<file path="config.mk">
export PLATFORM = sky130hd
export DESIGN_NAME = fspc_fifo_sync_packet_config
export DESIGN_NICKNAME = d
export VERILOG_FILES = /design/src/design/fspc_fifo_sync_packet_config.v
export VERILOG_INCLUDE_DIRS = /design/src /design/src/design
export SDC_FILE = /design/constraint.sdc
export NUM_CORES = 1
export LEC_CHECK = 0
export BUFFER_PORTS_ARGS = -buffer_cell sky130_fd_sc_hd__buf_2
export CORE_MARGIN = 2
export CORE_UTILIZATION = 40
export CTS_CLUSTER_SIZE = 14
export DETAILED_ROUTE_END_ITERATION = 8
export PLACE_DENSITY = 0.65
export SETUP_SLACK_MARGIN = 0.3
export SLEW_MARGIN = 10
export SYNTH_ARGS = -nofsm -noshare
export SYNTH_HDL_FRONTEND = slang
export SYNTH_SLANG_ARGS = --single-unit
export TNS_END_PERCENT = 10
</file>
<file path="constraint.sdc">
create_clock -name i_clk_sys -period 4.2 [get_ports i_clk_sys]
set_input_delay 0.42 -clock i_clk_sys [delete_from_list [all_inputs] [get_ports i_clk_sys]]
set_output_delay 0.42 -clock i_clk_sys [all_outputs]
set_load 0.02 [all_outputs]
</file>
<file path="src/design/fspc_defines.vh">
// Register offsets, reset values, fields and trim constants of the packet config bank
`ifndef FSPC_DEFINES_VH
`define FSPC_DEFINES_VH

// Register offsets
`define FSPC_ADDR_FILL_LEVEL_THRESHOLD 6'h03
`define FSPC_ADDR_SYNC_HIGH 6'h04
`define FSPC_ADDR_SYNC_LOW 6'h05
`define FSPC_ADDR_PKT_LEN 6'h06
`define FSPC_ADDR_TRIM_TWO 6'h2C
`define FSPC_ADDR_TRIM_ONE 6'h2D

// Reset values
`define FSPC_RST_FILL_LEVEL_THRESHOLD 8'h07
`define FSPC_RST_SYNC_HIGH 8'hD3
`define FSPC_RST_SYNC_LOW 8'h91
`define FSPC_RST_PKT_LEN 8'hFF
// Readback reset values of the trim registers; arbitrary neutral values
`define FSPC_RST_TRIM_ONE 8'h00
`define FSPC_RST_TRIM_TWO 8'h00

// Threshold register fields
`define FSPC_BIT_RESERVED 7
`define FSPC_BIT_RETENTION 6
`define FSPC_CLOSE_IN_HI 5
`define FSPC_CLOSE_IN_LO 4
`define FSPC_THR_HI 3
`define FSPC_THR_LO 0

// Threshold arithmetic
`define FSPC_TX_THR_BASE 7'h3D
`define FSPC_THR_STEP 7'h04

// Analog trims applied on wake
`define FSPC_TRIM_ONE_RET0 8'h31
`define FSPC_TRIM_TWO_RET0 8'h88
`define FSPC_TRIM_ONE_RET1 8'h35
`define FSPC_TRIM_TWO_RET1 8'h81

// Preamble quality counter
`define FSPC_PQ_DEC 8'h08
`define FSPC_PQ_MAX 8'hFF

`endif

</file>
<file path="src/design/fspc_fifo_sync_packet_config.v">
// Packet engine configuration bank: FIFO thresholds, sync word, length, trims
//
// Function
// - Retention 0: wake trims 0x31, 0x88
// - Retention 1: wake trims 0x35, 0x81
// - Trim reads always return reset values
// - Setting N: TX 61-4N, RX 4(N+1)
// - Threshold reached when count at least threshold
// - High register gives sync bits 15:8
// - Low register gives sync bits 7:0
// - Fixed mode: length register is exact length
// - Variable mode: length register is maximum
// - Preamble quality counter gates sync detection
`timescale 1ns/1ps
`default_nettype none
`include "fspc_defines.vh"

module fspc_fifo_sync_packet_config (
  // Clock and reset
  input wire i_clk_sys,
  input wire i_sys_rst,
  // Register port
  input wire [5:0] i_reg_addr,
  input wire [7:0] i_reg_wdata,
  input wire i_reg_wr,
  input wire i_reg_rd,
  output reg [7:0] o_reg_rdata,
  output reg o_reg_rvalid,
  // Power state
  input wire i_wake,
  output reg [7:0] o_analog_trim_one,
  output reg [7:0] o_analog_trim_two,
  // FIFO fill levels
  input wire [6:0] i_tx_fifo_bytes,
  input wire [6:0] i_rx_fifo_bytes,
  output reg o_tx_thr_reached,
  output reg o_rx_thr_reached,
  // Sync word and close-in field
  output reg [15:0] o_sync_word,
  output reg [1:0] o_close_in_rx,
  // Packet length
  input wire i_len_fixed_mode,
  input wire [7:0] i_len_field,
  input wire i_len_field_valid,
  output reg [7:0] o_pkt_length,
  output reg o_pkt_len_reject,
  // Preamble quality
  input wire [2:0] i_preamble_quality_threshold,
  input wire i_rx_bit,
  input wire i_rx_bit_valid,
  input wire i_pq_restart,
  output reg o_sync_gate
);

  ////////////////////////////////////////////////////////////////////////////
  // Threshold arithmetic

  // Transmit threshold in bytes for setting n
  function [6:0] fspc_tx_thr;
    input [3:0] n;
    begin
      fspc_tx_thr = `FSPC_TX_THR_BASE - {n, 2'b00};
    end
  endfunction

  // Receive threshold in bytes for setting n
  function [6:0] fspc_rx_thr;
    input [3:0] n;
    begin
      fspc_rx_thr = {n, 2'b00} + `FSPC_THR_STEP;
    end
  endfunction

  ////////////////////////////////////////////////////////////////////////////
  // Register select

  // One-hot select of the addressed register, shared by writes and reads
  function [5:0] fspc_sel;
    input [5:0] addr;
    begin
      case (addr)
        `FSPC_ADDR_FILL_LEVEL_THRESHOLD: fspc_sel = 6'h01;
        `FSPC_ADDR_SYNC_HIGH: fspc_sel = 6'h02;
        `FSPC_ADDR_SYNC_LOW: fspc_sel = 6'h04;
        `FSPC_ADDR_PKT_LEN: fspc_sel = 6'h08;
        `FSPC_ADDR_TRIM_ONE: fspc_sel = 6'h10;
        `FSPC_ADDR_TRIM_TWO: fspc_sel = 6'h20;
        default: fspc_sel = 6'h00;
      endcase
    end
  endfunction

  wire [5:0] reg_sel;
  assign reg_sel = fspc_sel(i_reg_addr);

  ////////////////////////////////////////////////////////////////////////////
  // Registers

  reg [7:0] fifo_threshold_ctrl;
  reg [7:0] sync_word_high;
  reg [7:0] sync_word_low;
  reg [7:0] packet_length_limit;

  wire analog_retention_select;
  wire [3:0] fill_level_threshold;
  assign analog_retention_select = fifo_threshold_ctrl[`FSPC_BIT_RETENTION];
  assign fill_level_threshold =
    fifo_threshold_ctrl[`FSPC_THR_HI:`FSPC_THR_LO];

  // Bit 7 is stored as written; keeping it zero is up to the host
  // Trim selects have no storage, so host writes there are dropped
  always @(posedge i_clk_sys) begin
    if (i_sys_rst) begin
      fifo_threshold_ctrl <= `FSPC_RST_FILL_LEVEL_THRESHOLD;
      sync_word_high <= `FSPC_RST_SYNC_HIGH;
      sync_word_low <= `FSPC_RST_SYNC_LOW;
      packet_length_limit <= `FSPC_RST_PKT_LEN;
    end else if (i_reg_wr) begin
      if (reg_sel[0]) begin
        fifo_threshold_ctrl <= i_reg_wdata;
      end
      if (reg_sel[1]) begin
        sync_word_high <= i_reg_wdata;
      end
      if (reg_sel[2]) begin
        sync_word_low <= i_reg_wdata;
      end
      if (reg_sel[3]) begin
        packet_length_limit <= i_reg_wdata;
      end
    end
  end

  ////////////////////////////////////////////////////////////////////////////
  // Read path

  reg [7:0] next_rdata;

  always @* begin
    case (reg_sel)
      6'h01: next_rdata = fifo_threshold_ctrl;
      6'h02: next_rdata = sync_word_high;
      6'h04: next_rdata = sync_word_low;
      6'h08: next_rdata = packet_length_limit;
      6'h10: next_rdata = `FSPC_RST_TRIM_ONE;
      6'h20: next_rdata = `FSPC_RST_TRIM_TWO;
      // Unmapped reads return zero, never a stale byte
      default: next_rdata = 8'h00;
    endcase
  end

  always @(posedge i_clk_sys) begin
    if (i_sys_rst) begin
      o_reg_rdata <= 8'h00;
      o_reg_rvalid <= 1'b0;
    end else begin
      o_reg_rvalid <= i_reg_rd;
      if (i_reg_rd) begin
        o_reg_rdata <= next_rdata;
      end
    end
  end

  ////////////////////////////////////////////////////////////////////////////
  // Analog trims on wake

  // Trims only reach the analog section; the readback above never shows them
  // Until the first wake the trims sit at the retention-clear values
  always @(posedge i_clk_sys) begin
    if (i_sys_rst) begin
      o_analog_trim_one <= `FSPC_TRIM_ONE_RET0;
      o_analog_trim_two <= `FSPC_TRIM_TWO_RET0;
    end else if (i_wake) begin
      if (analog_retention_select) begin
        o_analog_trim_one <= `FSPC_TRIM_ONE_RET1;
        o_analog_trim_two <= `FSPC_TRIM_TWO_RET1;
      end else begin
        o_analog_trim_one <= `FSPC_TRIM_ONE_RET0;
        o_analog_trim_two <= `FSPC_TRIM_TWO_RET0;
      end
    end
  end

  ////////////////////////////////////////////////////////////////////////////
  // FIFO threshold indications

  wire [6:0] tx_thr;
  wire [6:0] rx_thr;
  assign tx_thr = fspc_tx_thr(fill_level_threshold);
  assign rx_thr = fspc_rx_thr(fill_level_threshold);

  // Indications lag the fill counts by one cycle
  // A new setting reaches the flags two cycles after its write strobe
  always @(posedge i_clk_sys) begin
    if (i_sys_rst) begin
      o_tx_thr_reached <= 1'b0;
      o_rx_thr_reached <= 1'b0;
    end else begin
      o_tx_thr_reached <= (i_tx_fifo_bytes >= tx_thr);
      o_rx_thr_reached <= (i_rx_fifo_bytes >= rx_thr);
    end
  end

  ////////////////////////////////////////////////////////////////////////////
  // Sync word and close-in field

  // Sync word follows its registers one cycle late
  always @(posedge i_clk_sys) begin
    if (i_sys_rst) begin
      o_sync_word <= {`FSPC_RST_SYNC_HIGH, `FSPC_RST_SYNC_LOW};
      o_close_in_rx <= 2'b00;
    end else begin
      o_sync_word[15:8] <= sync_word_high;
      o_sync_word[7:0] <= sync_word_low;
      // Close-in field passed through raw; its encoding is left open
      o_close_in_rx <=
        fifo_threshold_ctrl[`FSPC_CLOSE_IN_HI:`FSPC_CLOSE_IN_LO];
    end
  end

  ////////////////////////////////////////////////////////////////////////////
  // Packet length

  always @(posedge i_clk_sys) begin
    if (i_sys_rst) begin
      o_pkt_length <= `FSPC_RST_PKT_LEN;
      o_pkt_len_reject <= 1'b0;
    end else if (i_len_fixed_mode) begin
      o_pkt_length <= packet_length_limit;
      o_pkt_len_reject <= 1'b0;
    end else if (i_len_field_valid) begin
      // variable length ceiling
      // A field equal to the limit passes; only a longer one is clipped
      if (i_len_field > packet_length_limit) begin
        o_pkt_length <= packet_length_limit;
        o_pkt_len_reject <= 1'b1;
      end else begin
        o_pkt_length <= i_len_field;
        o_pkt_len_reject <= 1'b0;
      end
    end
  end

  ////////////////////////////////////////////////////////////////////////////
  // Preamble quality estimator

  reg [7:0] pq_count;
  reg pq_prev_bit;
  reg pq_have_prev;
  reg [7:0] next_pq_count;
  wire [7:0] pq_thr;

  assign pq_thr = {3'b000, i_preamble_quality_threshold, 2'b00};

  // Counter saturates at both ends so noise cannot wrap it into a pass
  // The first bit after a restart only primes the previous-bit store
  always @* begin
    next_pq_count = pq_count;
    if (i_rx_bit_valid && pq_have_prev) begin
      if (i_rx_bit != pq_prev_bit) begin
        if (pq_count != `FSPC_PQ_MAX) begin
          next_pq_count = pq_count + 8'h01;
        end
      end else if (pq_count >= `FSPC_PQ_DEC) begin
        next_pq_count = pq_count - `FSPC_PQ_DEC;
      end else begin
        next_pq_count = 8'h00;
      end
    end
  end

  always @(posedge i_clk_sys) begin
    if (i_sys_rst || i_pq_restart) begin
      pq_count <= 8'h00;
      pq_prev_bit <= 1'b0;
      pq_have_prev <= 1'b0;
      o_sync_gate <= 1'b0;
    end else begin
      pq_count <= next_pq_count;
      if (i_rx_bit_valid) begin
        pq_prev_bit <= i_rx_bit;
        pq_have_prev <= 1'b1;
      end
      o_sync_gate <= (i_preamble_quality_threshold == 3'b000) ||
        (next_pq_count >= pq_thr);
    end
  end

endmodule // fspc_fifo_sync_packet_config
`default_nettype wire

</file>
Yosys cells after proc, flatten, opt, wreduce, memory -nomap -nowiden:

Index checks and enable logic that the tools add are counted.

* add/subtract/negate cells: 4
* order comparisons: 5
* equality and inequality tests: 12
* mux-type cells: 12
* reduce and logical (&&, ||, !) cells: 10

Operators by type and width (count)
* $mux W8: 7
* $pmux W6 S6: 1
* $pmux W8 S4: 1
* $eq A6 B3 Y1 const B: 4
* $ge A7 B7 Y1: 2
* $eq A6 B2 Y1 const B: 2
* $eq A6 B6 Y1 const B: 2
* $add A8 B1 Y8 const B: 1
* $ge A8 B4 Y1 const B: 1
* $ge A8 B5 Y1: 1
* $gt A8 B8 Y1: 1
* $ne A8 B8 Y1 const B: 1
* $reduce_and A2 Y1: 4
* $sub A8 B4 Y8 const B: 1
* $add A6 B3 Y7 const B: 1
* $sub A6 B6 Y7 const A: 1
* $eq A6 B1 Y1 const B: 1
* $eq A6 B4 Y1 const B: 1
* $mux W4: 1
* $logic_not A3 Y1: 1
* $mux W3: 1
* $logic_or A1 B1 Y1: 2
* $reduce_bool A2 Y1: 1
* $reduce_or A2 Y1: 1
* 3 further kinds: 3

* flip-flop bits (word level): 97
* input port bits: 49
* output and inout bits: 55
* logic and storage cells: 61

Logic depth before layout (Yosys ltp):

Gate-level depths: netlist of run 1.

* depth after elaboration: 6
* gate-level depth with buffers: 13
* gate-level depth less buffers: 13

Worst setup path after synthesis of run 1:

Ideal clock, no wire load.

* path type: reg-to-reg
* start: register pq_count[0]
* end: register o_sync_gate
* library setup time: 0.133 ns
* arrival time: 2.224 ns
* required time: 4.067 ns
* path slack: 1.843 ns
* cell stages (with the launch flop): 14
* buffers on the path: 0
* clock period less this slack: 2.357 ns
* cell sequence: dfxtp_1 > ha_1 > nand4_1 > nor2_2 > nor2_1 > a21oi_1 > o31ai_1 > ha_1 > nor2b_1 > o21a_1 > nor3_1 > nand4_1 > a31oi_1 > a31oi_1

* cells in the longest elaborated chain, start to end: 6
* elaborated cells between the ends (all ways): 10
* classes of those cells: add/sub (2); order compare (2); eq/ne (1); mux (4); reduce/logical (1)

Ends and longest elaborated chain
* start: declaration: line fspc_fifo_sync_packet_config.v:247 `reg [7:0] pq_count;`
* start signal: assignment: line fspc_fifo_sync_packet_config.v:279 `pq_count <= next_pq_count;`
* $sub A8 B4 Y8 (no source line) (tied with other cells)
* $mux W8 (on tied branches): line fspc_fifo_sync_packet_config.v:264, fspc_fifo_sync_packet_config.v:261
* $mux W8 (*): line fspc_fifo_sync_packet_config.v:260 `if (i_rx_bit != pq_prev_bit) begin`
* $mux W8 (*): line fspc_fifo_sync_packet_config.v:259 `if (i_rx_bit_valid && pq_have_prev) begin`
* via next_pq_count[3]: line fspc_fifo_sync_packet_config.v:250 `reg [7:0] next_pq_count;`
* $ge A8 B5 Y1 (*): line fspc_fifo_sync_packet_config.v:285 `(next_pq_count >= pq_thr);`
* $logic_or A1 B1 Y1 (*): line fspc_fifo_sync_packet_config.v:284 `o_sync_gate <= (i_preamble_quality_threshold == 3'b000) ||`
* end signal: assignment: line fspc_fifo_sync_packet_config.v:284
* end: declaration: line fspc_fifo_sync_packet_config.v:52 `output reg o_sync_gate`

Mark *: on every way through the listed nets, which the timed path passes. The rest lies on a longest branch.
A chain may end at the register's enable or synchronous reset.

Worst setup path after layout of run 1:

Same ends and word-level chain as after synthesis.

==> metrics.txt, run 1 <==
# TYPE chip_impl_metric gauge
chip_impl_info{name="main_combinational_cell_family_by_area_after_synthesis",value="simple AND/OR/NAND/NOR gates"} 1
chip_impl_metric{name="max_frequency",unit="MHz"} 369
chip_impl_metric{name="global_route.usage.total",unit="%"} 18.7
chip_impl_metric{name="io_buffers",unit=""} 90
chip_impl_info{name="cts_tree",value="done"} 1
chip_impl_metric{name="synth_seq_area_share",unit="%"} 40.8
chip_impl_metric{name="dpl.cell_count",unit=""} 673
chip_impl_metric{name="timing_hold_violations_final",unit=""} 0
chip_impl_metric{name="post_synthesis_compound_gate_area_fraction",unit="%"} 16.9
chip_impl_metric{name="postCtsResizedCells",unit=""} 0
chip_impl_metric{name="p_per_area",unit="nW/um2"} 327
chip_impl_metric{name="dr_total_vias",unit=""} 3563
chip_impl_metric{name="fin_worst_skew",unit="ns"} 0.0157
chip_impl_info{name="synth_top_flop_cell",value="dfxtp_1"} 1
chip_impl_metric{name="io-pin-count",unit=""} 104
chip_impl_info{name="yosys.area.top_type",value="dfxtp_1"} 1
chip_impl_metric{name="number_of_flops_mapped_to_enable_cells_by_yosys",unit=""} 0
chip_impl_metric{name="post-route-worst-setup-slack",unit="ns"} 1.49
chip_impl_metric{name="clock_tree.htree_level_count",unit=""} 3
chip_impl_metric{name="ys_async_sr_fraction",unit="%"} 0
chip_impl_metric{name="worstSkewPairLatency",unit="ns"} 0.36
chip_impl_metric{name="globalplace.congestion",unit=""} 0.836
chip_impl_info{name="grt_setup_unrepaired",value="no"} 1
chip_impl_metric{name="placement.setup.worst_slack",unit="ns"} 1.51
chip_impl_metric{name="antenna_found_initial",unit=""} 0
chip_impl_metric{name="yosys_warnings",unit=""} 0
chip_impl_metric{name="post_route_fraction_of_the_period_consumed_by_the_critical_path",unit="%"} 64.5
chip_impl_metric{name="wire_per_inst",unit="um"} 14.4
chip_impl_info{name="cts.root.buffer_cell",value="clkbuf_8"} 1
chip_impl_metric{name="core-area",unit="um2"} 9820
chip_impl_metric{name="static-leakage-power",unit="nW"} 2.07
chip_impl_metric{name="via_count_of_the_first_global_routing_pass",unit=""} 3434
chip_impl_metric{name="drt_first_pass_iters",unit=""} 5
chip_impl_metric{name="yosys.area_share.adder",unit="%"} 7.68
chip_impl_metric{name="die_h",unit="um"} 105
chip_impl_metric{name="crit_arrival",unit="ns"} 2.94
chip_impl_metric{name="synth_cell_types",unit=""} 56
chip_impl_metric{name="avgViaCountPerCell",unit=""} 5.17
chip_impl_info{name="critical_path.reg2reg.endpoint",value="o_sync_gate$_SDFF_PP0_"} 1
chip_impl_metric{name="first_pass_grt_wire_length",unit="um"} 16800
chip_impl_metric{name="dieWidth",unit="um"} 105
chip_impl_metric{name="period_minus_slack",unit="ns"} 2.71
chip_impl_metric{name="max_rail_drop_vdd",unit="V"} 0.000145
chip_impl_metric{name="start_util",unit="%"} 41.5
chip_impl_metric{name="worst_hold_margin",unit="ns"} 0.242
chip_impl_info{name="cell_by_cell_listing_of_the_critical_path",value="ha_1, nand4_1, nor2_2, nor2_1, a21oi_1, o31ai_1, ha_1, nor2b_1, o21a_1, nor3_1, nand4_1, a31oi_1, a31oi_1"} 1
chip_impl_metric{name="clock_tree.buffer_depth",unit=""} 2
chip_impl_metric{name="fp.dieArea",unit="um2"} 11000
chip_impl_metric{name="half_perimeter_wire_length_after_detailed_placement",unit="um"} 7310
chip_impl_info{name="min_path_type",value="in2reg"} 1
chip_impl_metric{name="drive_gt1_share",unit="%"} 23.0
chip_impl_info{name="setup.worst_path.end",value="o_sync_gate$_SDFF_PP0_"} 1
chip_impl_metric{name="route.detailed.drc",unit=""} 0
chip_impl_metric{name="floorplan.rows",unit=""} 36
chip_impl_metric{name="timing.final.setup_violations",unit=""} 0
chip_impl_metric{name="grt_max_degree",unit=""} 69
chip_impl_metric{name="layout.cells.non_filler",unit=""} 689
chip_impl_info{name="crit_slowest_cell",value="dfxtp_1"} 1
chip_impl_metric{name="tritoncts.num_buffers",unit=""} 9
chip_impl_metric{name="yosys.area.top_type_share",unit="%"} 40.8
chip_impl_metric{name="areaGrowthSynthToFinish",unit="%"} 16.1
chip_impl_metric{name="cts_hold_buf",unit=""} 0
chip_impl_metric{name="p_total",unit="mW"} 1.55
chip_impl_metric{name="avgSynthCellArea",unit="um2"} 8.60
chip_impl_info{name="critical_path_class",value="reg2reg"} 1
chip_impl_metric{name="tns",unit="ns"} 0
chip_impl_metric{name="post_synth_xor_area_fraction",unit="%"} 1.07
chip_impl_info{name="cp-end-kind",value="flop"} 1
chip_impl_metric{name="cts_post_setup_buffers_inserted",unit=""} 0
chip_impl_info{name="netlist_top_cells_area",value="dfxtp_1, ha_1, a21oi_1"} 1
chip_impl_metric{name="synth.mux.area_fraction",unit="%"} 2.46
chip_impl_info{name="critical_path.reg2reg.startpoint",value="pq_count[0]$_SDFF_PP0_"} 1
chip_impl_metric{name="worst-r2r-cell-count",unit=""} 13
chip_impl_metric{name="required",unit="ns"} 4.43
chip_impl_metric{name="syn_area",unit="um2"} 4080
chip_impl_info{name="outcome",value="complete, no violations"} 1
chip_impl_metric{name="routed_wl",unit="um"} 9930
chip_impl_metric{name="worst_slew_margin_rel",unit="%"} 24.7
chip_impl_info{name="setup.worst_path.start",value="pq_count[0]$_SDFF_PP0_"} 1
chip_impl_metric{name="route.antenna.remaining_nets",unit=""} 0
chip_impl_info{name="synth.cells.most_frequent",value="dfxtp_1, a21oi_1, nand2_1"} 1
chip_impl_metric{name="max_cap_violations",unit=""} 0
chip_impl_metric{name="post_synth_and_or_nand_nor_area_fraction",unit="%"} 23.7
chip_impl_metric{name="syn_inst",unit=""} 474
chip_impl_metric{name="number_of_drc_violations_after_detailed_routing_iteration_0",unit=""} 173
chip_impl_metric{name="synth.ff_latch_count",unit=""} 83
chip_impl_info{name="critPathLaunchType",value="flop"} 1
chip_impl_metric{name="cts.sinks",unit=""} 83
chip_impl_info{name="most_common_cell_in_the_netlist",value="dfxtp_1"} 1
chip_impl_metric{name="clk_pin_slew",unit="ns"} 0.08
chip_impl_metric{name="place_area",unit="um2"} 4530
chip_impl_metric{name="grt_remaining_overflow",unit=""} 0
chip_impl_metric{name="worst-slew-pin-transition",unit="ns"} 1.13
chip_impl_metric{name="critPathMaxStageDelay",unit="ns"} 0.41
chip_impl_metric{name="post_layout_net_count",unit=""} 625
chip_impl_metric{name="postLayoutCoreUtil",unit="%"} 48.2
chip_impl_metric{name="drv_slew",unit=""} 0
chip_impl_metric{name="final_cell_area",unit="um2"} 4730
chip_impl_metric{name="antenna-diode-count",unit=""} 0
chip_impl_metric{name="path_max_fanout",unit=""} 7
chip_impl_metric{name="reg2reg_setup_slack",unit="ns"} 1.49
worst max-delay path: cells and delay by family (launching register included):
kind / cells / cell delay, ns
compound gates: 5 / 0.69
flops: 1 / 0.41
fa+ha+maj: 2 / 0.57
simple gates: 6 / 0.92
metal layers:
layer	wire length [um]	track usage, %	up-vias	share of wire (%)
li1	-	-	1795	-
met1	4590	24.4	1639	46
met2	4570	30.0	110	46
met3	527	3.87	19	5.3
met4	248	8.19	0	2.5
met5	0	0	-	0
state kept, by name, summed over array words and instances, names as in the netlist, 2 cells and up:
signal and count:
sync_word_low 8, o_sync_word 16, o_pkt_length 8, o_reg_rdata 8
sync_word_high 8, fifo_threshold_ctrl 8, pq_count 8, packet_length_limit 8
o_analog_trim_two 2, o_close_in_rx 2
worst min-delay path by stage:
stage                                                    from                                   to  cells past startpoint
after detailed placement  fifo_threshold_ctrl[7]$_SDFFE_PP0P_  fifo_threshold_ctrl[7]$_SDFFE_PP0P_                      2
after global routing                             i_pq_restart               pq_count[4]$_SDFF_PP0_                      2
after global placement    fifo_threshold_ctrl[7]$_SDFFE_PP0P_  fifo_threshold_ctrl[7]$_SDFFE_PP0P_                      2
after floorplan           fifo_threshold_ctrl[7]$_SDFFE_PP0P_  fifo_threshold_ctrl[7]$_SDFFE_PP0P_                      2
after CTS                                        i_pq_restart               pq_count[4]$_SDFF_PP0_                      2
final                                            i_pq_restart               pq_count[4]$_SDFF_PP0_                      2
placed cells by master, fill, tap and decap left out, types with 5 or more instances in the layout:
master    netlist  routed
nand2_1        48      48
a211o_1        11      11
a21oi_1        51      51
buf_2           5      90
ha_1           25      25
nor2b_1        15      15
or2_2           9       9
mux2i_1        10      10
a222oi_1        8       8
and3_1         11      11
nor2_1         40      40
inv_1          17      17
nand3_1        25      25
conb_1          2      13
o21ai_0         9       9
clkbuf_8        0       9
dfxtp_1        83      83
nor3_1          9       9
a31oi_1         5       5
nand3b_1        8       8
cell families after synthesis:
logic type | Yosys count
simple gates | 188
compound gates | 106
flops | 83
buf+inv | 55
fa+ha+maj | 25
mux | 10
xor+xnor | 5
other cells | 2
cell type report:
class	count	area, um2
well taps	133	166
fillers	1026	5090
clock buffers	9	124
inverters	18	67.6
repair buffers	92	465
multi-input cells	347	2170
flip-flops and latches	83	1660
clock inverters	7	80.1
power by group:
part           switching (mW)  internal (mW)  total [mW]
sequential            0.00601          0.796       0.802
combinational          0.0892         0.0531       0.142
clock                   0.318          0.284       0.602
total                   0.413           1.13        1.55
No activity file was read; power rests on OpenSTA's default activity.
==> inputs of run 2 (changes only) <==
--- a/config.mk
+++ b/config.mk
@@ -11,7 +11,7 @@
 export CORE_UTILIZATION = 40
 export CTS_CLUSTER_SIZE = 14
 export DETAILED_ROUTE_END_ITERATION = 8
-export PLACE_DENSITY = 0.65
+export PLACE_DENSITY = 0.67
 export SETUP_SLACK_MARGIN = 0.3
 export SLEW_MARGIN = 10
 export SYNTH_ARGS = -nofsm -noshare
==> constraint.sdc (replaced) <==
create_clock -name i_clk_sys -period 2.2 [get_ports i_clk_sys]
set_input_delay 0.22 -clock i_clk_sys [delete_from_list [all_inputs] [get_ports i_clk_sys]]
set_output_delay 0.22 -clock i_clk_sys [all_outputs]
set_load 0.02 [all_outputs]
==> metrics.txt, run 2 (synthesized netlist as in run 1, its figures left out) <==
# TYPE chip_impl_metric gauge
chip_impl_metric{name="timing_hold_violations_final",unit=""} 0
chip_impl_metric{name="via_count_of_the_first_global_routing_pass",unit=""} 3546
chip_impl_metric{name="wire_per_inst",unit="um"} 13.7
chip_impl_metric{name="worst_slew_margin_rel",unit="%"} 55.1
chip_impl_metric{name="dr_total_vias",unit=""} 3638
chip_impl_info{name="min_path_type",value="in2reg"} 1
chip_impl_metric{name="tns",unit="ns"} -0.147
chip_impl_metric{name="routed_wl",unit="um"} 9840
chip_impl_metric{name="io_buffers",unit=""} 90
chip_impl_metric{name="area.sequential",unit="um2"} 1670
chip_impl_metric{name="io-pin-count",unit=""} 104
chip_impl_metric{name="max_frequency",unit="MHz"} 426
chip_impl_info{name="top_register",value="o_sync_word"} 1
chip_impl_metric{name="worstPathBufferInverterCount",unit=""} 0
chip_impl_metric{name="placement.setup.worst_slack",unit="ns"} -0.188
chip_impl_metric{name="place_area",unit="um2"} 4740
chip_impl_info{name="mostFrequentLayoutCell",value="buf_2"} 1
chip_impl_info{name="cts_tree",value="done"} 1
chip_impl_metric{name="areaGrowthSynthToFinish",unit="%"} 22.5
chip_impl_metric{name="fp.dieArea",unit="um2"} 11000
chip_impl_metric{name="clock_tree.htree_level_count",unit=""} 3
chip_impl_metric{name="cts_hold_buf",unit=""} 0
chip_impl_metric{name="multi_input_gate_area_in_the_final_layout",unit="um2"} 2220
chip_impl_info{name="critPathLaunchType",value="flop"} 1
chip_impl_metric{name="dieWidth",unit="um"} 105
chip_impl_metric{name="avgViaCountPerCell",unit=""} 5.08
chip_impl_info{name="cell_by_cell_listing_of_the_critical_path",value="ha_4, nand4_1, nor2_2, nor2_2, a21oi_2, o31ai_2, ha_1, nor2b_1, o21a_1, nor3_2, nand4_1, a31oi_1, a31oi_1"} 1
chip_impl_metric{name="global_route.usage.total",unit="%"} 18.4
chip_impl_metric{name="grt_remaining_overflow",unit=""} 0
chip_impl_metric{name="core-area",unit="um2"} 9820
chip_impl_metric{name="route.antenna.remaining_nets",unit=""} 0
chip_impl_metric{name="layout.cells.non_filler",unit=""} 716
chip_impl_metric{name="half_perimeter_wire_length_after_detailed_placement",unit="um"} 7460
chip_impl_info{name="violations",value="setup timing"} 1
chip_impl_metric{name="antenna_found_initial",unit=""} 0
chip_impl_metric{name="number_of_drc_violations_after_detailed_routing_iteration_0",unit=""} 261
chip_impl_metric{name="worstSkewPairLatency",unit="ns"} 0.36
chip_impl_info{name="cp_top_family",value="simple AND/OR/NAND/NOR gates"} 1
chip_impl_metric{name="crit_arrival",unit="ns"} 2.59
chip_impl_metric{name="clock_tree.buffer_depth",unit=""} 2
chip_impl_metric{name="die_h",unit="um"} 105
chip_impl_metric{name="largest_reg_flops",unit=""} 16
chip_impl_metric{name="clk_pin_slew",unit="ns"} 0.09
chip_impl_metric{name="final_cell_area",unit="um2"} 4990
chip_impl_metric{name="n_fill_cell",unit=""} 938
chip_impl_info{name="critical_path_class",value="reg2reg"} 1
chip_impl_metric{name="post_route_fraction_of_the_period_consumed_by_the_critical_path",unit="%"} 107
chip_impl_metric{name="worst-slew-pin-transition",unit="ns"} 0.665
chip_impl_metric{name="p_total",unit="mW"} 2.92
chip_impl_info{name="grt_setup_unrepaired",value="yes"} 1
chip_impl_metric{name="drive_gt1_share",unit="%"} 28.5
chip_impl_metric{name="drt_first_pass_iters",unit=""} 4
chip_impl_metric{name="tritoncts.num_buffers",unit=""} 9
chip_impl_metric{name="start_util",unit="%"} 41.5
chip_impl_metric{name="drv_slew",unit=""} 0
chip_impl_metric{name="antenna-diode-count",unit=""} 0
chip_impl_metric{name="max_rail_drop_vdd",unit="V"} 0.000272
chip_impl_metric{name="dpl.cell_count",unit=""} 699
chip_impl_metric{name="first_pass_grt_wire_length",unit="um"} 16400
chip_impl_metric{name="globalplace.congestion",unit=""} 0.883
chip_impl_info{name="cts.root.buffer_cell",value="clkbuf_8"} 1
chip_impl_info{name="commonest_cells_after_routing_fill_and_taps_aside",value="buf_2, dfxtp_1, a21oi_1"} 1
chip_impl_metric{name="timing.final.setup_violations",unit=""} 1
chip_impl_metric{name="path_max_fanout",unit=""} 4
chip_impl_info{name="outcome",value="complete, but fails checks"} 1
chip_impl_metric{name="required",unit="ns"} 2.44
chip_impl_metric{name="max_cap_violations",unit=""} 0
chip_impl_metric{name="route.detailed.drc",unit=""} 0
chip_impl_metric{name="cts.sinks",unit=""} 83
chip_impl_metric{name="fin_worst_skew",unit="ns"} 0.0125
chip_impl_metric{name="post-route-worst-setup-slack",unit="ns"} -0.147
chip_impl_info{name="cp-end-kind",value="flop"} 1
chip_impl_metric{name="period_minus_slack",unit="ns"} 2.35
chip_impl_metric{name="post_layout_net_count",unit=""} 652
chip_impl_metric{name="p_per_area",unit="nW/um2"} 585
chip_impl_info{name="crit_slowest_cell",value="dfxtp_4"} 1
chip_impl_metric{name="floorplan.rows",unit=""} 36
chip_impl_metric{name="static-leakage-power",unit="nW"} 2.20
chip_impl_metric{name="grt_max_degree",unit=""} 64
chip_impl_metric{name="critPathMaxStageDelay",unit="ns"} 0.37
run 2: changes by cell type in the layout (fill, tap and decap cells not counted), moves of 2 or more:
cell      delta
o21ai_0      -2
o21ai_1      +2
dfxtp_1      -4
inv_6        -2
ha_1         -2
dfxtp_4      +3
clkbuf_1     +2
buf_4       +27
ha_4         +2
run 2: report_power, final:
| part | internal [mW] | total, mW | switching (mW) | leakage, nW |
|---|---|---|---|---|
| clock network | 0.532 | 1.11 | 0.576 | 0.0901 |
| registers | 1.52 | 1.53 | 0.0107 | 0.675 |
| logic | 0.113 | 0.287 | 0.174 | 1.43 |
| total | 2.16 | 2.92 | 0.761 | 2.20 |
run 2: final cells by class:
cell class	count	share of cell area (%)
Inverter	18	1.35
Sequential cell	83	33.5
Multi-Input combinational cell	347	44.5
Clock buffer	11	2.63
Clock inverter	5	1.25
Timing Repair Buffer	119	13.4
Tap cell	133	3.33
run 2: per-layer routing:
layer | GRT usage, % | routed length (um) | up-vias
met3 | 5.30 | 682 | 24
met4 | 6.86 | 216 | 0
met5 | 0 | 0 | -
li1 | - | - | 1848
met2 | 31.5 | 4700 | 128
met1 | 21.7 | 4240 | 1638
run 2: timing repair:
action,CTS,global route
gates resized for setup,4,10
buffers inserted,0,1
setup endpoints to repair,9,9
pin swaps,12,11
run 2: per-stage QoR:
stage	hold WS, ns	util, %
3_5_place_dp	0.431	48.3
5_1_grt	0.0555	50.8
4_1_cts	0.0356	50.5
3_3_place_gp	0.428	48.3
2_1_floorplan	0.296	-
6_report	0.0572	50.8
run 2: path summary, 6_finish.rpt:
check	from	to	slack (ns)	cells past startpoint
max	pq_count[1]$_SDFF_PP0_	o_sync_gate$_SDFF_PP0_	-0.15	13
max reg2reg	pq_count[1]$_SDFF_PP0_	o_sync_gate$_SDFF_PP0_	-0.15	13
min	i_pq_restart	pq_count[4]$_SDFF_PP0_	0.06	2
min reg2reg	sync_word_high[2]$_SDFFE_PP0P_	sync_word_high[2]$_SDFFE_PP0P_	0.47	2
==> inputs of run 3 (changes only) <==
--- a/config.mk
+++ b/config.mk
@@ -7,6 +7,7 @@
 export NUM_CORES = 1
 export LEC_CHECK = 0
 export BUFFER_PORTS_ARGS = -buffer_cell sky130_fd_sc_hd__buf_2
+export CAP_MARGIN = 0
 export CORE_MARGIN = 2
 export CORE_UTILIZATION = 40
 export CTS_CLUSTER_SIZE = 14
==> constraint.sdc (replaced) <==
create_clock -name i_clk_sys -period 2 [get_ports i_clk_sys]
set_input_delay 0.2 -clock i_clk_sys [delete_from_list [all_inputs] [get_ports i_clk_sys]]
set_output_delay 0.2 -clock i_clk_sys [all_outputs]
set_load 0.02 [all_outputs]
==> metrics.txt, run 3 (synthesized netlist as in run 1, its figures left out) <==
# TYPE chip_impl_metric gauge
chip_impl_info{name="violations",value="setup timing"} 1
chip_impl_info{name="cts.root.buffer_cell",value="clkbuf_8"} 1
chip_impl_metric{name="globalplace.congestion",unit=""} 0.830
chip_impl_metric{name="number_of_drc_violations_after_detailed_routing_iteration_0",unit=""} 232
chip_impl_metric{name="cts_post_setup_buffers_inserted",unit=""} 0
chip_impl_metric{name="floorplan.rows",unit=""} 36
chip_impl_metric{name="postLayoutCoreUtil",unit="%"} 51.8
chip_impl_metric{name="post-route-worst-setup-slack",unit="ns"} -0.359
chip_impl_metric{name="antenna_found_initial",unit=""} 0
chip_impl_metric{name="period_minus_slack",unit="ns"} 2.36
chip_impl_metric{name="fin_worst_skew",unit="ns"} 0.00909
chip_impl_info{name="mostFrequentLayoutCell",value="buf_2"} 1
chip_impl_metric{name="grt_max_degree",unit=""} 64
chip_impl_metric{name="drt_first_pass_iters",unit=""} 7
chip_impl_metric{name="routed_wl",unit="um"} 10100
chip_impl_metric{name="crit_arrival",unit="ns"} 2.60
chip_impl_metric{name="post_route_fraction_of_the_period_consumed_by_the_critical_path",unit="%"} 118
chip_impl_metric{name="worst-slew-pin-transition",unit="ns"} 0.588
chip_impl_metric{name="grt_remaining_overflow",unit=""} 0
chip_impl_info{name="hold_start",value="i_pq_restart"} 1
chip_impl_metric{name="clk_pin_slew",unit="ns"} 0.08
chip_impl_metric{name="dieWidth",unit="um"} 105
chip_impl_info{name="critical_path.reg2reg.endpoint",value="o_sync_gate$_SDFF_PP0_"} 1
chip_impl_metric{name="drv_slew",unit=""} 0
chip_impl_info{name="critPathLaunchType",value="flop"} 1
chip_impl_info{name="crit_slowest_cell",value="dfxtp_4"} 1
chip_impl_metric{name="worst_slew_margin_rel",unit="%"} 60.8
chip_impl_metric{name="tritoncts.num_buffers",unit=""} 9
chip_impl_metric{name="largest_reg_flops",unit=""} 16
chip_impl_metric{name="max_cap_violations",unit=""} 0
chip_impl_info{name="cp-end-kind",value="flop"} 1
chip_impl_metric{name="timing.final.setup_violations",unit=""} 1
chip_impl_metric{name="start_util",unit="%"} 41.5
chip_impl_metric{name="critPathMaxStageDelay",unit="ns"} 0.36
chip_impl_metric{name="first_pass_grt_wire_length",unit="um"} 16600
chip_impl_metric{name="worst_hold_margin",unit="ns"} 0.0300
chip_impl_info{name="min_path_type",value="in2reg"} 1
chip_impl_metric{name="io_buffers",unit=""} 90
chip_impl_metric{name="tns",unit="ns"} -0.359
chip_impl_metric{name="half_perimeter_wire_length_after_detailed_placement",unit="um"} 7730
chip_impl_metric{name="route.detailed.drc",unit=""} 0
chip_impl_info{name="critical_path.reg2reg.startpoint",value="pq_count[1]$_SDFF_PP0_"} 1
chip_impl_metric{name="dr_total_vias",unit=""} 3715
chip_impl_info{name="grt_setup_unrepaired",value="yes"} 1
chip_impl_metric{name="required",unit="ns"} 2.24
chip_impl_metric{name="route.antenna.remaining_nets",unit=""} 0
chip_impl_metric{name="cts_hold_buf",unit=""} 0
chip_impl_info{name="outcome",value="complete, but fails checks"} 1
chip_impl_metric{name="clock_tree.buffer_depth",unit=""} 2
chip_impl_info{name="cts_tree",value="done"} 1
chip_impl_metric{name="io-pin-count",unit=""} 104
chip_impl_metric{name="worst-r2r-cell-count",unit=""} 13
chip_impl_metric{name="core-area",unit="um2"} 9820
chip_impl_metric{name="reg2reg_setup_slack",unit="ns"} -0.36
chip_impl_metric{name="worstSkewPairLatency",unit="ns"} 0.36
chip_impl_metric{name="max_rail_drop_vdd",unit="V"} 0.000304
chip_impl_metric{name="cts.sinks",unit=""} 83
chip_impl_info{name="critical_path_class",value="reg2reg"} 1
chip_impl_metric{name="p_per_area",unit="nW/um2"} 658
chip_impl_metric{name="max_frequency",unit="MHz"} 424
chip_impl_metric{name="timing_hold_violations_final",unit=""} 0
chip_impl_metric{name="wire_per_inst",unit="um"} 13.9
chip_impl_metric{name="antenna-diode-count",unit=""} 0
chip_impl_metric{name="avgViaCountPerCell",unit=""} 5.11
chip_impl_metric{name="path_max_fanout",unit=""} 3
chip_impl_info{name="whs_endpoint",value="pq_count[4]$_SDFF_PP0_"} 1
chip_impl_info{name="commonest_cells_after_routing_fill_and_taps_aside",value="buf_2, dfxtp_1, a21oi_1"} 1
chip_impl_info{name="cell_by_cell_listing_of_the_critical_path",value="ha_4, nand4_1, nor2_2, nor2_2, a21oi_2, o31ai_2, ha_1, nor2b_1, o21a_1, nor3_2, nand4_1, a31oi_1, a31oi_1"} 1
chip_impl_metric{name="drive_gt1_share",unit="%"} 30.0
chip_impl_metric{name="static-leakage-power",unit="nW"} 2.26
chip_impl_metric{name="final_cell_area",unit="um2"} 5090
chip_impl_metric{name="areaGrowthSynthToFinish",unit="%"} 24.9
chip_impl_metric{name="fp.dieArea",unit="um2"} 11000
chip_impl_metric{name="place_area",unit="um2"} 4830
chip_impl_metric{name="global_route.usage.total",unit="%"} 18.8
chip_impl_info{name="top_register",value="o_sync_word"} 1
chip_impl_metric{name="via_count_of_the_first_global_routing_pass",unit=""} 3602
chip_impl_metric{name="clock_tree.htree_level_count",unit=""} 3
chip_impl_metric{name="timing.hold.worst_path_depth",unit=""} 2
chip_impl_metric{name="post_layout_net_count",unit=""} 663
chip_impl_metric{name="die_h",unit="um"} 105
-- run 3: cell count changes in the layout (fill, tap and decap cells not counted), sizes merged --
cell	before	now
clkinv	2	1
clkinvlp	2	1
buf	119	130
bufinv	1	2
inv	18	19
-- run 3: worst max path at each step --
| stage | cells past startpoint | from | endpoint |
|---|---|---|---|
| floorplan | 13 | pq_count[1]$_SDFF_PP0_ | o_sync_gate$_SDFF_PP0_ |
| global placement | 13 | pq_count[1]$_SDFF_PP0_ | o_sync_gate$_SDFF_PP0_ |
| detailed placement | 13 | pq_count[1]$_SDFF_PP0_ | o_sync_gate$_SDFF_PP0_ |
| CTS | 13 | pq_count[1]$_SDFF_PP0_ | o_sync_gate$_SDFF_PP0_ |
| global route | 13 | pq_count[1]$_SDFF_PP0_ | o_sync_gate$_SDFF_PP0_ |
| finish | 13 | pq_count[1]$_SDFF_PP0_ | o_sync_gate$_SDFF_PP0_ |
-- run 3: routing by layer --
layer | global-route usage (%) | up-vias | part of all wire (%)
li1 | - | 1864 | -
met1 | 22.6 | 1711 | 43
met2 | 32.5 | 123 | 49
met3 | 4.49 | 17 | 5.6
met4 | 6.76 | 0 | 1.9
met5 | 0 | - | 0
-- run 3: what timing repair did --
action	4_1_cts	5_1_grt
pin swaps	14	3
gates resized for setup	9	4
setup endpoints to repair	9	10
-- run 3: cell type report --
class                      instances  area, um2
timing repair buffer             130        751
inverter                          18       67.6
clock inverter                     5       85.1
multi-input combinational        347       2210
tap                              133        166
sequential                        83       1670
fill                             991       4730
clock buffer                      11        131
-- run 3: where the power goes --
| group | internal [mW] | switching (mW) |
|---|---|---|
| Combinational | 0.133 | 0.196 |
| Clock | 0.713 | 0.628 |
| Sequential | 1.67 | 0.0103 |
-- run 3: critical path: cells and delay by family (launching register included) --
family                   cells  cell delay, ns
AO/OA/AOI/OAI                5            0.75
AND/OR/NAND/NOR              6            0.69
adder cells (fa/ha/maj)      2            0.43
flip-flops                   1            0.36
-- run 3: metrics by stage --
stage / setup WS, ns / cells / power (mW)
after floorplan: -0.228 / 485 / 1.92
after global placement: -0.287 / 711 / 2.03
after detailed placement: -0.446 / 711 / 2.04
after CTS: -0.359 / 727 / 3.38
after global routing: -0.559 / 727 / 3.47
final: -0.359 / 727 / 3.35
